--- src/hdl/sbc_ctrl_params.svh ---
// Constants for the bus, wake and periodic timer control registers
`ifndef CTRL_BANK_PARAMS_SVH
`define CTRL_BANK_PARAMS_SVH

// ==========================================================
// Register offsets (7-bit register address)
`define OFS_BUS_CTRL_A 7'h04
`define OFS_BUS_CTRL_B 7'h05
`define OFS_WAKE_CTRL_A 7'h06
`define OFS_WAKE_SRC 7'h07
`define OFS_WAKE_PULL 7'h08
`define OFS_TIMER_CTRL 7'h0c

// ==========================================================
// Power-on / soft reset values
`define RST_BUS_CTRL_A 8'h20
`define RST_BUS_CTRL_B 8'h00
`define RST_WAKE_CTRL_A 8'h00
`define RST_WAKE_SRC 8'h01
`define RST_WAKE_PULL 8'h00
`define RST_TIMER_CTRL 8'h00

// ==========================================================
// Writable bits; all others are reserved and read zero
`define WM_BUS_CTRL_A 8'hfb
`define WM_BUS_CTRL_B 8'h1b
`define WM_WAKE_CTRL_A 8'h44
`define WM_WAKE_SRC 8'h01
`define WM_WAKE_PULL 8'h03
`define WM_TIMER_CTRL 8'h07

// ==========================================================
// Bits kept across a device restart
`define KEEP_BUS_CTRL_A 8'hfb
`define KEEP_BUS_CTRL_B 8'h1b
`define KEEP_WAKE_CTRL_A 8'h40
`define KEEP_WAKE_SRC 8'h01
`define KEEP_WAKE_PULL 8'h03
`define KEEP_TIMER_CTRL 8'h07

// ==========================================================
// Field positions
`define BIT_LIN_FLASH 7
`define BIT_LOW_SLOPE 6
`define BIT_LIN_TXTO 5
`define FLD_HI_MSB 4
`define FLD_HI_LSB 3
`define FLD_LO_MSB 1
`define FLD_LO_LSB 0
`define BIT_TMR_WAKE_EN 6
`define BIT_STOP_WD_OFF 2
`define BIT_WAKE_PIN_EN 0
`define FLD_TMR_MSB 2

// ==========================================================
// Mode codes
`define MODE_WAKE 2'h1
`define MODE_NORMAL 2'h3
`define PULL_NONE 2'h0
`define PULL_DOWN 2'h1
`define PULL_UP 2'h2
`define PULL_AUTO 2'h3

// ==========================================================
// Timing
`define CLK_PERIOD_NS 10
`define TICK_NS 1000000
`define TMR_P0_MS 11'h00a
`define TMR_P1_MS 11'h014
`define TMR_P2_MS 11'h032
`define TMR_P3_MS 11'h064
`define TMR_P4_MS 11'h0c8
`define TMR_P5_MS 11'h3e8
`define TMR_P6_MS 11'h7d0
`define TMR_OFF_MS 11'h000

`endif

--- src/hdl/sbc_ctrl_pkg.sv ---
// Types shared by the control register bank
package ctrl_bank_pkg;
  typedef enum logic [1:0] {pm_normal, pm_stop, pm_sleep,
                            pm_other} power_mode_e;
  typedef enum logic {tm_idle, tm_run} timer_state_e;
endpackage

--- src/hdl/bus_wake_timer_control_regs.sv ---
// Bus transceiver, wake source and periodic timer control registers
`timescale 1ns/1ps
`include "sbc_ctrl_params.svh"

module bus_wake_timer_control_regs
  import ctrl_bank_pkg::*;
#(
  parameter int TICK_CYCLES = `TICK_NS / `CLK_PERIOD_NS
) (
  input wire clk_sys,
  input wire reset,
  input wire soft_reset,
  input wire restart,
  input power_mode_e power_mode,
  input wire reg_wr,
  input wire [6:0] reg_addr,
  input wire [7:0] reg_wr_data,
  output logic [7:0] reg_rd_data,
  input wire wake_pin,
  output logic [1:0] can_mode,
  output logic [1:0] lin_ch_a_mode,
  output logic [1:0] lin_ch_b_mode,
  output logic [1:0] lin_ch_c_mode,
  output logic lin_slope_control_enable,
  output logic lin_low_slope_select,
  output logic lin_tx_timeout_enable,
  output logic stop_watchdog_disable,
  output logic wake_pin_pull_up,
  output logic wake_pin_pull_down,
  output logic wake_pin_wake,
  output logic timer_wake
);

  // ==========================================================
  // Helpers
  function automatic logic [1:0] effective_mode(input logic [1:0] stored,
                                                input logic low_power);
    if (low_power && stored == `MODE_NORMAL) begin
      effective_mode = `MODE_WAKE;
    end else begin
      effective_mode = stored;
    end
  endfunction

  function automatic logic [10:0] period_ms(input logic [2:0] code);
    case (code)
      3'h0: period_ms = `TMR_P0_MS;
      3'h1: period_ms = `TMR_P1_MS;
      3'h2: period_ms = `TMR_P2_MS;
      3'h3: period_ms = `TMR_P3_MS;
      3'h4: period_ms = `TMR_P4_MS;
      3'h5: period_ms = `TMR_P5_MS;
      3'h6: period_ms = `TMR_P6_MS;
      default: period_ms = `TMR_OFF_MS;
    endcase
  endfunction

  // ==========================================================
  // Register storage
  logic [7:0] bus_control_first;
  logic [7:0] bus_control_second;
  logic [7:0] wake_control_first;
  logic [7:0] wake_source_control;
  logic [7:0] wake_pin_level_control;
  logic [7:0] periodic_timer_control;
  logic [7:0] next_bus_control_first;
  logic [7:0] next_bus_control_second;
  logic [7:0] next_wake_control_first;
  logic [7:0] next_wake_source_control;
  logic [7:0] next_wake_pin_level_control;
  logic [7:0] next_periodic_timer_control;
  logic [7:0] next_reg_rd_data;

  always_comb begin
    next_bus_control_first = bus_control_first;
    next_bus_control_second = bus_control_second;
    next_wake_control_first = wake_control_first;
    next_wake_source_control = wake_source_control;
    next_wake_pin_level_control = wake_pin_level_control;
    next_periodic_timer_control = periodic_timer_control;
    if (soft_reset) begin
      next_bus_control_first = `RST_BUS_CTRL_A;
      next_bus_control_second = `RST_BUS_CTRL_B;
      next_wake_control_first = `RST_WAKE_CTRL_A;
      next_wake_source_control = `RST_WAKE_SRC;
      next_wake_pin_level_control = `RST_WAKE_PULL;
      next_periodic_timer_control = `RST_TIMER_CTRL;
    end else if (restart) begin
      next_bus_control_first = bus_control_first & `KEEP_BUS_CTRL_A;
      next_bus_control_second = bus_control_second & `KEEP_BUS_CTRL_B;
      next_wake_control_first = wake_control_first & `KEEP_WAKE_CTRL_A;
      next_wake_source_control = wake_source_control & `KEEP_WAKE_SRC;
      next_wake_pin_level_control =
        wake_pin_level_control & `KEEP_WAKE_PULL;
      next_periodic_timer_control =
        periodic_timer_control & `KEEP_TIMER_CTRL;
    end else if (reg_wr) begin
      // Reserved bits are masked out on every write
      case (reg_addr)
        `OFS_BUS_CTRL_A: begin
          next_bus_control_first = reg_wr_data & `WM_BUS_CTRL_A;
        end
        `OFS_BUS_CTRL_B: begin
          next_bus_control_second = reg_wr_data & `WM_BUS_CTRL_B;
        end
        `OFS_WAKE_CTRL_A: begin
          next_wake_control_first = reg_wr_data & `WM_WAKE_CTRL_A;
        end
        `OFS_WAKE_SRC: begin
          next_wake_source_control = reg_wr_data & `WM_WAKE_SRC;
        end
        `OFS_WAKE_PULL: begin
          next_wake_pin_level_control =
            reg_wr_data & `WM_WAKE_PULL;
        end
        `OFS_TIMER_CTRL: begin
          next_periodic_timer_control =
            reg_wr_data & `WM_TIMER_CTRL;
        end
        default: begin
        end
      endcase
    end
  end

  // Read data follows the address one cycle later
  always_comb begin
    case (reg_addr)
      `OFS_BUS_CTRL_A: next_reg_rd_data = bus_control_first;
      `OFS_BUS_CTRL_B: next_reg_rd_data = bus_control_second;
      `OFS_WAKE_CTRL_A: next_reg_rd_data = wake_control_first;
      `OFS_WAKE_SRC: next_reg_rd_data = wake_source_control;
      `OFS_WAKE_PULL: next_reg_rd_data = wake_pin_level_control;
      `OFS_TIMER_CTRL: next_reg_rd_data = periodic_timer_control;
      default: next_reg_rd_data = 8'h00;
    endcase
  end

  always_ff @(posedge clk_sys) begin
    if (reset) begin
      bus_control_first <= `RST_BUS_CTRL_A;
      bus_control_second <= `RST_BUS_CTRL_B;
      wake_control_first <= `RST_WAKE_CTRL_A;
      wake_source_control <= `RST_WAKE_SRC;
      wake_pin_level_control <= `RST_WAKE_PULL;
      periodic_timer_control <= `RST_TIMER_CTRL;
      reg_rd_data <= 8'h00;
    end else begin
      bus_control_first <= next_bus_control_first;
      bus_control_second <= next_bus_control_second;
      wake_control_first <= next_wake_control_first;
      wake_source_control <= next_wake_source_control;
      wake_pin_level_control <= next_wake_pin_level_control;
      periodic_timer_control <= next_periodic_timer_control;
      reg_rd_data <= next_reg_rd_data;
    end
  end

  // ==========================================================
  // Wake pin synchroniser and wake detection
  logic wake_pin_meta;
  logic wake_pin_sync;
  logic wake_pin_prev;
  logic low_power;
  logic next_wake_pin_wake;
  logic next_pull_up;
  logic next_pull_down;

  assign low_power = (power_mode == pm_stop) || (power_mode == pm_sleep);

  always_comb begin
    next_wake_pin_wake = low_power &&
      wake_source_control[`BIT_WAKE_PIN_EN] &&
      (wake_pin_sync != wake_pin_prev);
    case (wake_pin_level_control[`FLD_LO_MSB:`FLD_LO_LSB])
      `PULL_DOWN: begin
        next_pull_up = 1'b0;
        next_pull_down = 1'b1;
      end
      `PULL_UP: begin
        next_pull_up = 1'b1;
        next_pull_down = 1'b0;
      end
      `PULL_AUTO: begin
        // Pull toward the level the pin currently holds
        next_pull_up = wake_pin_sync;
        next_pull_down = !wake_pin_sync;
      end
      default: begin
        next_pull_up = 1'b0;
        next_pull_down = 1'b0;
      end
    endcase
  end

  always_ff @(posedge clk_sys) begin
    if (reset) begin
      wake_pin_meta <= 1'b0;
      wake_pin_sync <= 1'b0;
      wake_pin_prev <= 1'b0;
      wake_pin_wake <= 1'b0;
      wake_pin_pull_up <= 1'b0;
      wake_pin_pull_down <= 1'b0;
    end else begin
      wake_pin_meta <= wake_pin;
      wake_pin_sync <= wake_pin_meta;
      wake_pin_prev <= wake_pin_sync;
      wake_pin_wake <= next_wake_pin_wake;
      wake_pin_pull_up <= next_pull_up;
      wake_pin_pull_down <= next_pull_down;
    end
  end

  // ==========================================================
  // Periodic timer: millisecond prescaler and period counter
  timer_state_e timer_state;
  timer_state_e next_timer_state;
  logic [31:0] prescale;
  logic [31:0] next_prescale;
  logic [10:0] ms_count;
  logic [10:0] next_ms_count;
  logic [10:0] limit_ms;
  logic timer_armed;
  logic ms_tick;
  logic next_timer_wake;

  assign limit_ms =
    period_ms(periodic_timer_control[`FLD_TMR_MSB:`FLD_LO_LSB]);
  assign timer_armed = low_power &&
    wake_control_first[`BIT_TMR_WAKE_EN] &&
    (limit_ms != `TMR_OFF_MS);
  assign ms_tick = (prescale == 32'(TICK_CYCLES - 1));

  always_comb begin
    next_timer_state = timer_state;
    next_prescale = prescale;
    next_ms_count = ms_count;
    next_timer_wake = 1'b0;
    case (timer_state)
      tm_idle: begin
        next_prescale = 32'h0;
        next_ms_count = 11'h0;
        if (timer_armed) begin
          next_timer_state = tm_run;
        end
      end
      tm_run: begin
        // Any register write or a disarm restarts the count
        if (!timer_armed || reg_wr) begin
          next_timer_state = tm_idle;
        end else if (ms_tick) begin
          next_prescale = 32'h0;
          if (ms_count == limit_ms - 11'h1) begin
            next_ms_count = 11'h0;
            next_timer_wake = 1'b1;
          end else begin
            next_ms_count = ms_count + 11'h1;
          end
        end else begin
          next_prescale = prescale + 32'h1;
        end
      end
      default: begin
        next_timer_state = tm_idle;
      end
    endcase
  end

  always_ff @(posedge clk_sys) begin
    if (reset) begin
      timer_state <= tm_idle;
      prescale <= 32'h0;
      ms_count <= 11'h0;
      timer_wake <= 1'b0;
    end else begin
      timer_state <= next_timer_state;
      prescale <= next_prescale;
      ms_count <= next_ms_count;
      timer_wake <= next_timer_wake;
    end
  end

  // ==========================================================
  // Transceiver controls with low-power override
  always_ff @(posedge clk_sys) begin
    if (reset) begin
      can_mode <= 2'h0;
      lin_ch_a_mode <= 2'h0;
      lin_ch_b_mode <= 2'h0;
      lin_ch_c_mode <= 2'h0;
      lin_slope_control_enable <= 1'b1;
      lin_low_slope_select <= 1'b0;
      lin_tx_timeout_enable <= 1'b0;
      stop_watchdog_disable <= 1'b0;
    end else begin
      can_mode <= effective_mode(
        bus_control_first[`FLD_LO_MSB:`FLD_LO_LSB],
        low_power);
      lin_ch_a_mode <= effective_mode(
        bus_control_first[`FLD_HI_MSB:`FLD_HI_LSB],
        low_power);
      lin_ch_b_mode <= effective_mode(
        bus_control_second[`FLD_LO_MSB:`FLD_LO_LSB],
        low_power);
      lin_ch_c_mode <= effective_mode(
        bus_control_second[`FLD_HI_MSB:`FLD_HI_LSB],
        low_power);
      lin_slope_control_enable <=
        !bus_control_first[`BIT_LIN_FLASH];
      lin_low_slope_select <= bus_control_first[`BIT_LOW_SLOPE];
      lin_tx_timeout_enable <= bus_control_first[`BIT_LIN_TXTO];
      stop_watchdog_disable <= (power_mode == pm_stop) &&
        wake_control_first[`BIT_STOP_WD_OFF];
    end
  end

endmodule

--- config.mk ---
export PLATFORM = sky130hd
export DESIGN_NAME = bus_wake_timer_control_regs
export DESIGN_NICKNAME = d
export VERILOG_FILES = /design/src/hdl/sbc_ctrl_pkg.sv /design/src/hdl/bus_wake_timer_control_regs.sv
export VERILOG_INCLUDE_DIRS = /design/src /design/src/hdl
export SDC_FILE = /design/constraint.sdc
export NUM_CORES = 1
export LEC_CHECK = 0
export ABC_AREA = 1
export BUFFER_PORTS_ARGS = -buffer_cell sky130_fd_sc_hd__buf_2
export CAP_MARGIN = 0
export CORE_UTILIZATION = 60
export CTS_CLUSTER_SIZE = 16
export DETAILED_ROUTE_END_ITERATION = 8
export PLACE_DENSITY_LB_ADDON = 0.05
export SYNTH_ARGS = -nofsm -noshare
export SYNTH_HDL_FRONTEND = slang
export SYNTH_SLANG_ARGS = --single-unit
--- constraint.sdc ---
create_clock -name clk_sys -period 5.06 [get_ports clk_sys]
set_input_delay 1.012 -clock clk_sys [delete_from_list [all_inputs] [get_ports clk_sys]]
set_output_delay 1.012 -clock clk_sys [all_outputs]
set_load 0.05 [all_outputs]
==> impl_metrics.tcl <==
set metrics [dict create \
    status "complete, no violations" \
    dieHeight_um 89.9 \
    mostFrequentLayoutCells "158 x nand2_1, 105 x nor2_1, 90 x inv_1, 90 x dfxtp_1, 46 x buf_2" \
    hold_violations 0 \
    rsz0062_at_grt "false" \
    antenna_found_initial 0 \
    die_w_um 89.9 \
    mostFrequentLayoutCell "nand2_1" \
    slew_violations 0 \
    initial_core_util_pct 62.9 \
    finalCritPeriodShare_pct 57.8 \
    portBuffers 46 \
    synth_fa_ha_area_share_pct 1.08 \
    hpwl_mm 8.33 \
    cts_resized 0 \
    synth_compound_area_share_pct 11.5 \
    worstPathArrival_ns 3.19 \
    hold_start "wake_pin_meta$_SDFF_PP0_" \
    cap_violations 0 \
    grt_overflow 0 \
    diodes 0 \
    whs_path_depth 2 \
    synth.area.mux_share_pct 0 \
    critPathLaunchType "input pin" \
    clk_pin_slew_ns 0.11 \
    drt_iter0_drc 352 \
    cellPowerDensity_nw_per_um2 243 \
    n_fill_cell 677 \
    synth_top_family_by_area "simple AND/OR/NAND/NOR gates" \
    io-pin-count 47 \
    dieArea_um2 8090 \
    dpl_cell_area_um2 4920 \
    wl_per_cell_um 13.2 \
    setup_violations 0 \
    grt_max_degree 35 \
    num_rows 31 \
    layout.nets 765 \
    ctsLongestPathBuffers 2 \
    cts_tree "done" \
    slew_headroom_pct 56.3 \
    end_kind "flop" \
    wirelength_mm 11.1 \
    synth.avg_cell_area_um2 6.69 \
    drtAntennaViolNets 0 \
    fmax_ghz 0.342 \
    min_period_ns 2.93 \
    r2r-start "periodic_timer_control[2]$_SDFFE_PP0P_" \
    seq_area_frac_synth_pct 38.8 \
    cts_sinks 90 \
    drc_errors 0 \
    r2r_cells 11 \
    finish.instance_area_um2 5120 \
    grt_pass1_vias 4141 \
    yosysWarnings 0 \
    path_class "input pin to flop" \
    htreeDepth 3 \
    syn-cell-area_um2 4640 \
    grt_pass1_wl_mm 18.5 \
    syn2layout_area_growth_pct 10.5 \
    grtUsageTotal_pct 28.0 \
    cts_buffers 9 \
    synthSimpleGateAreaFrac_pct 37.9 \
    synthDistinctLibCells 37 \
    rr_endpoint "prescale[22]$_SDFFE_PP0P_" \
    total_power_mw 1.24 \
    synthCells 693 \
    min_to "wake_pin_sync$_SDFF_PP0_" \
    vias 4570 \
    finalClockSkew_ns 0.0126 \
    cts-root-buf "clkbuf_8" \
    worstMarginPinSlew_ns 0.655 \
    ff2ff_setup_slack_ns 2.33 \
    vias_per_cell 5.43 \
    synth_fp_nets 720 \
    place_congestion 0.983 \
    drt_first_pass_iters 5 \
    worstHoldPathType "flop to flop" \
    clk_latency_ns 0.37 \
    cp_max_fo 26 \
    ys_seq_elements 90 \
    p_leak_nw 1.97 \
    cts_hold_buf 0 \
    tns_ns 0 \
    core_um2 7370 \
    yosys.area_share.xor_xnor_pct 0.755 \
    postCtsSetupBuffers 0 \
    crit_required_ns 5.32 \
    drive_above_1_share_pct 14.4 \
    ir_drop_v 0.000196 \
]
==> metrics by stage <==
step	worst slack (ns)	utilization [%]	hold WS, ns	cells
after CTS	2.19	69.5	0.413	842
after detailed placement	1.80	66.8	0.398	826
after floorplan	2.69	-	0.383	693
after global placement	1.89	66.8	0.398	826
final	2.13	69.5	0.400	842
after global routing	1.99	69.5	0.448	842
==> per-layer routing <==
| layer | up-vias | global-route usage, % | wire length [um] |
|---|---|---|---|
| met3 | 22 | 3.13 | 530 |
| met4 | 0 | 11.3 | 247 |
| met2 | 143 | 46.7 | 5050 |
| met1 | 2078 | 37.0 | 5290 |
| li1 | 2327 | - | - |
| met5 | - | 0 | 0 |
==> cells in the mapped netlist, drive strengths merged <==
master / n / area, um2
a211oi: 8 / 60.1
a21oi: 40 / 208
xnor2: 1 / 8.76
ha: 4 / 50.1
nand3b: 2 / 15.0
clkbuf: 5 / 18.8
o21ai: 35 / 175
nand2: 168 / 661
nand3: 40 / 205
o22ai: 4 / 25.0
nor4: 5 / 31.3
xor2: 3 / 26.3
dfxtp: 90 / 1800
o211ai: 1 / 7.51
nor2: 110 / 435
a31oi: 3 / 18.8
inv: 101 / 379
o21bai: 1 / 18.8
nand4: 19 / 131
nor3: 41 / 272
o31ai: 3 / 22.5
buf: 8 / 60.1
nor3b: 1 / 7.51
==> logic make-up after synthesis <==
group | after synthesis
flip-flops | 90
XOR/XNOR | 4
AO/OA/AOI/OAI | 95
buffers and inverters | 114
AND/OR/NAND/NOR | 386
adder cells (fa/ha/maj) | 4
==> worst max path at each step <==
| stage | slack, ns | cells after the start | endpoint | startpoint |
|---|---|---|---|---|
| after floorplan | 2.69 | 10 | prescale[22]$_SDFFE_PP0P_ | power_mode[1] |
| after global placement | 1.89 | 10 | prescale[20]$_SDFFE_PP0P_ | power_mode[0] |
| after detailed placement | 1.80 | 10 | prescale[22]$_SDFFE_PP0P_ | power_mode[0] |
| after CTS | 2.19 | 10 | prescale[22]$_SDFFE_PP0P_ | power_mode[0] |
| after global routing | 1.99 | 11 | prescale[20]$_SDFFE_PP0P_ | power_mode[1] |
| final | 2.13 | 10 | prescale[22]$_SDFFE_PP0P_ | power_mode[0] |
==> area by class of cell <==
class / count / area [um2] / share of cell area (%)
clock buffers: 9 / 124 / 2.42
clock inverters: 7 / 78.8 / 1.54
inverters: 101 / 379 / 7.40
multi-input cells: 489 / 2380 / 46.4
flip-flops and latches: 90 / 1800 / 35.2
well taps: 99 / 124 / 2.42
repair buffers: 47 / 238 / 4.64
==> power by group <==
part	switching (mW)	internal, mW
Combinational	0.0271	0.0115
Clock	0.298	0.195
Sequential	0.000621	0.710
==> flip-flops by register name (all words and copies together), names as in the netlist, 2 cells and up <==
| register | count |
|---|---|
| bus_control_first | 7 |
| bus_control_second | 4 |
| can_mode | 2 |
| lin_ch_a_mode | 2 |
| lin_ch_b_mode | 2 |
| lin_ch_c_mode | 2 |
| ms_count | 11 |
| periodic_timer_control | 3 |
| prescale | 32 |
| reg_rd_data | 8 |
| wake_control_first | 2 |
| wake_pin_level_control | 2 |
==> critical path, cell delays in order <==
cell and delay [ns]:
buf_2 0.10, ha_1 0.30, inv_1 0.22, nand4_2 0.20, nand2_2 0.42, inv_1 0.33
nor2_1 0.25, nand2_1 0.12, o21ai_0 0.18, nor2_1 0.06
Note: power is estimated with default switching activity, not from simulation.
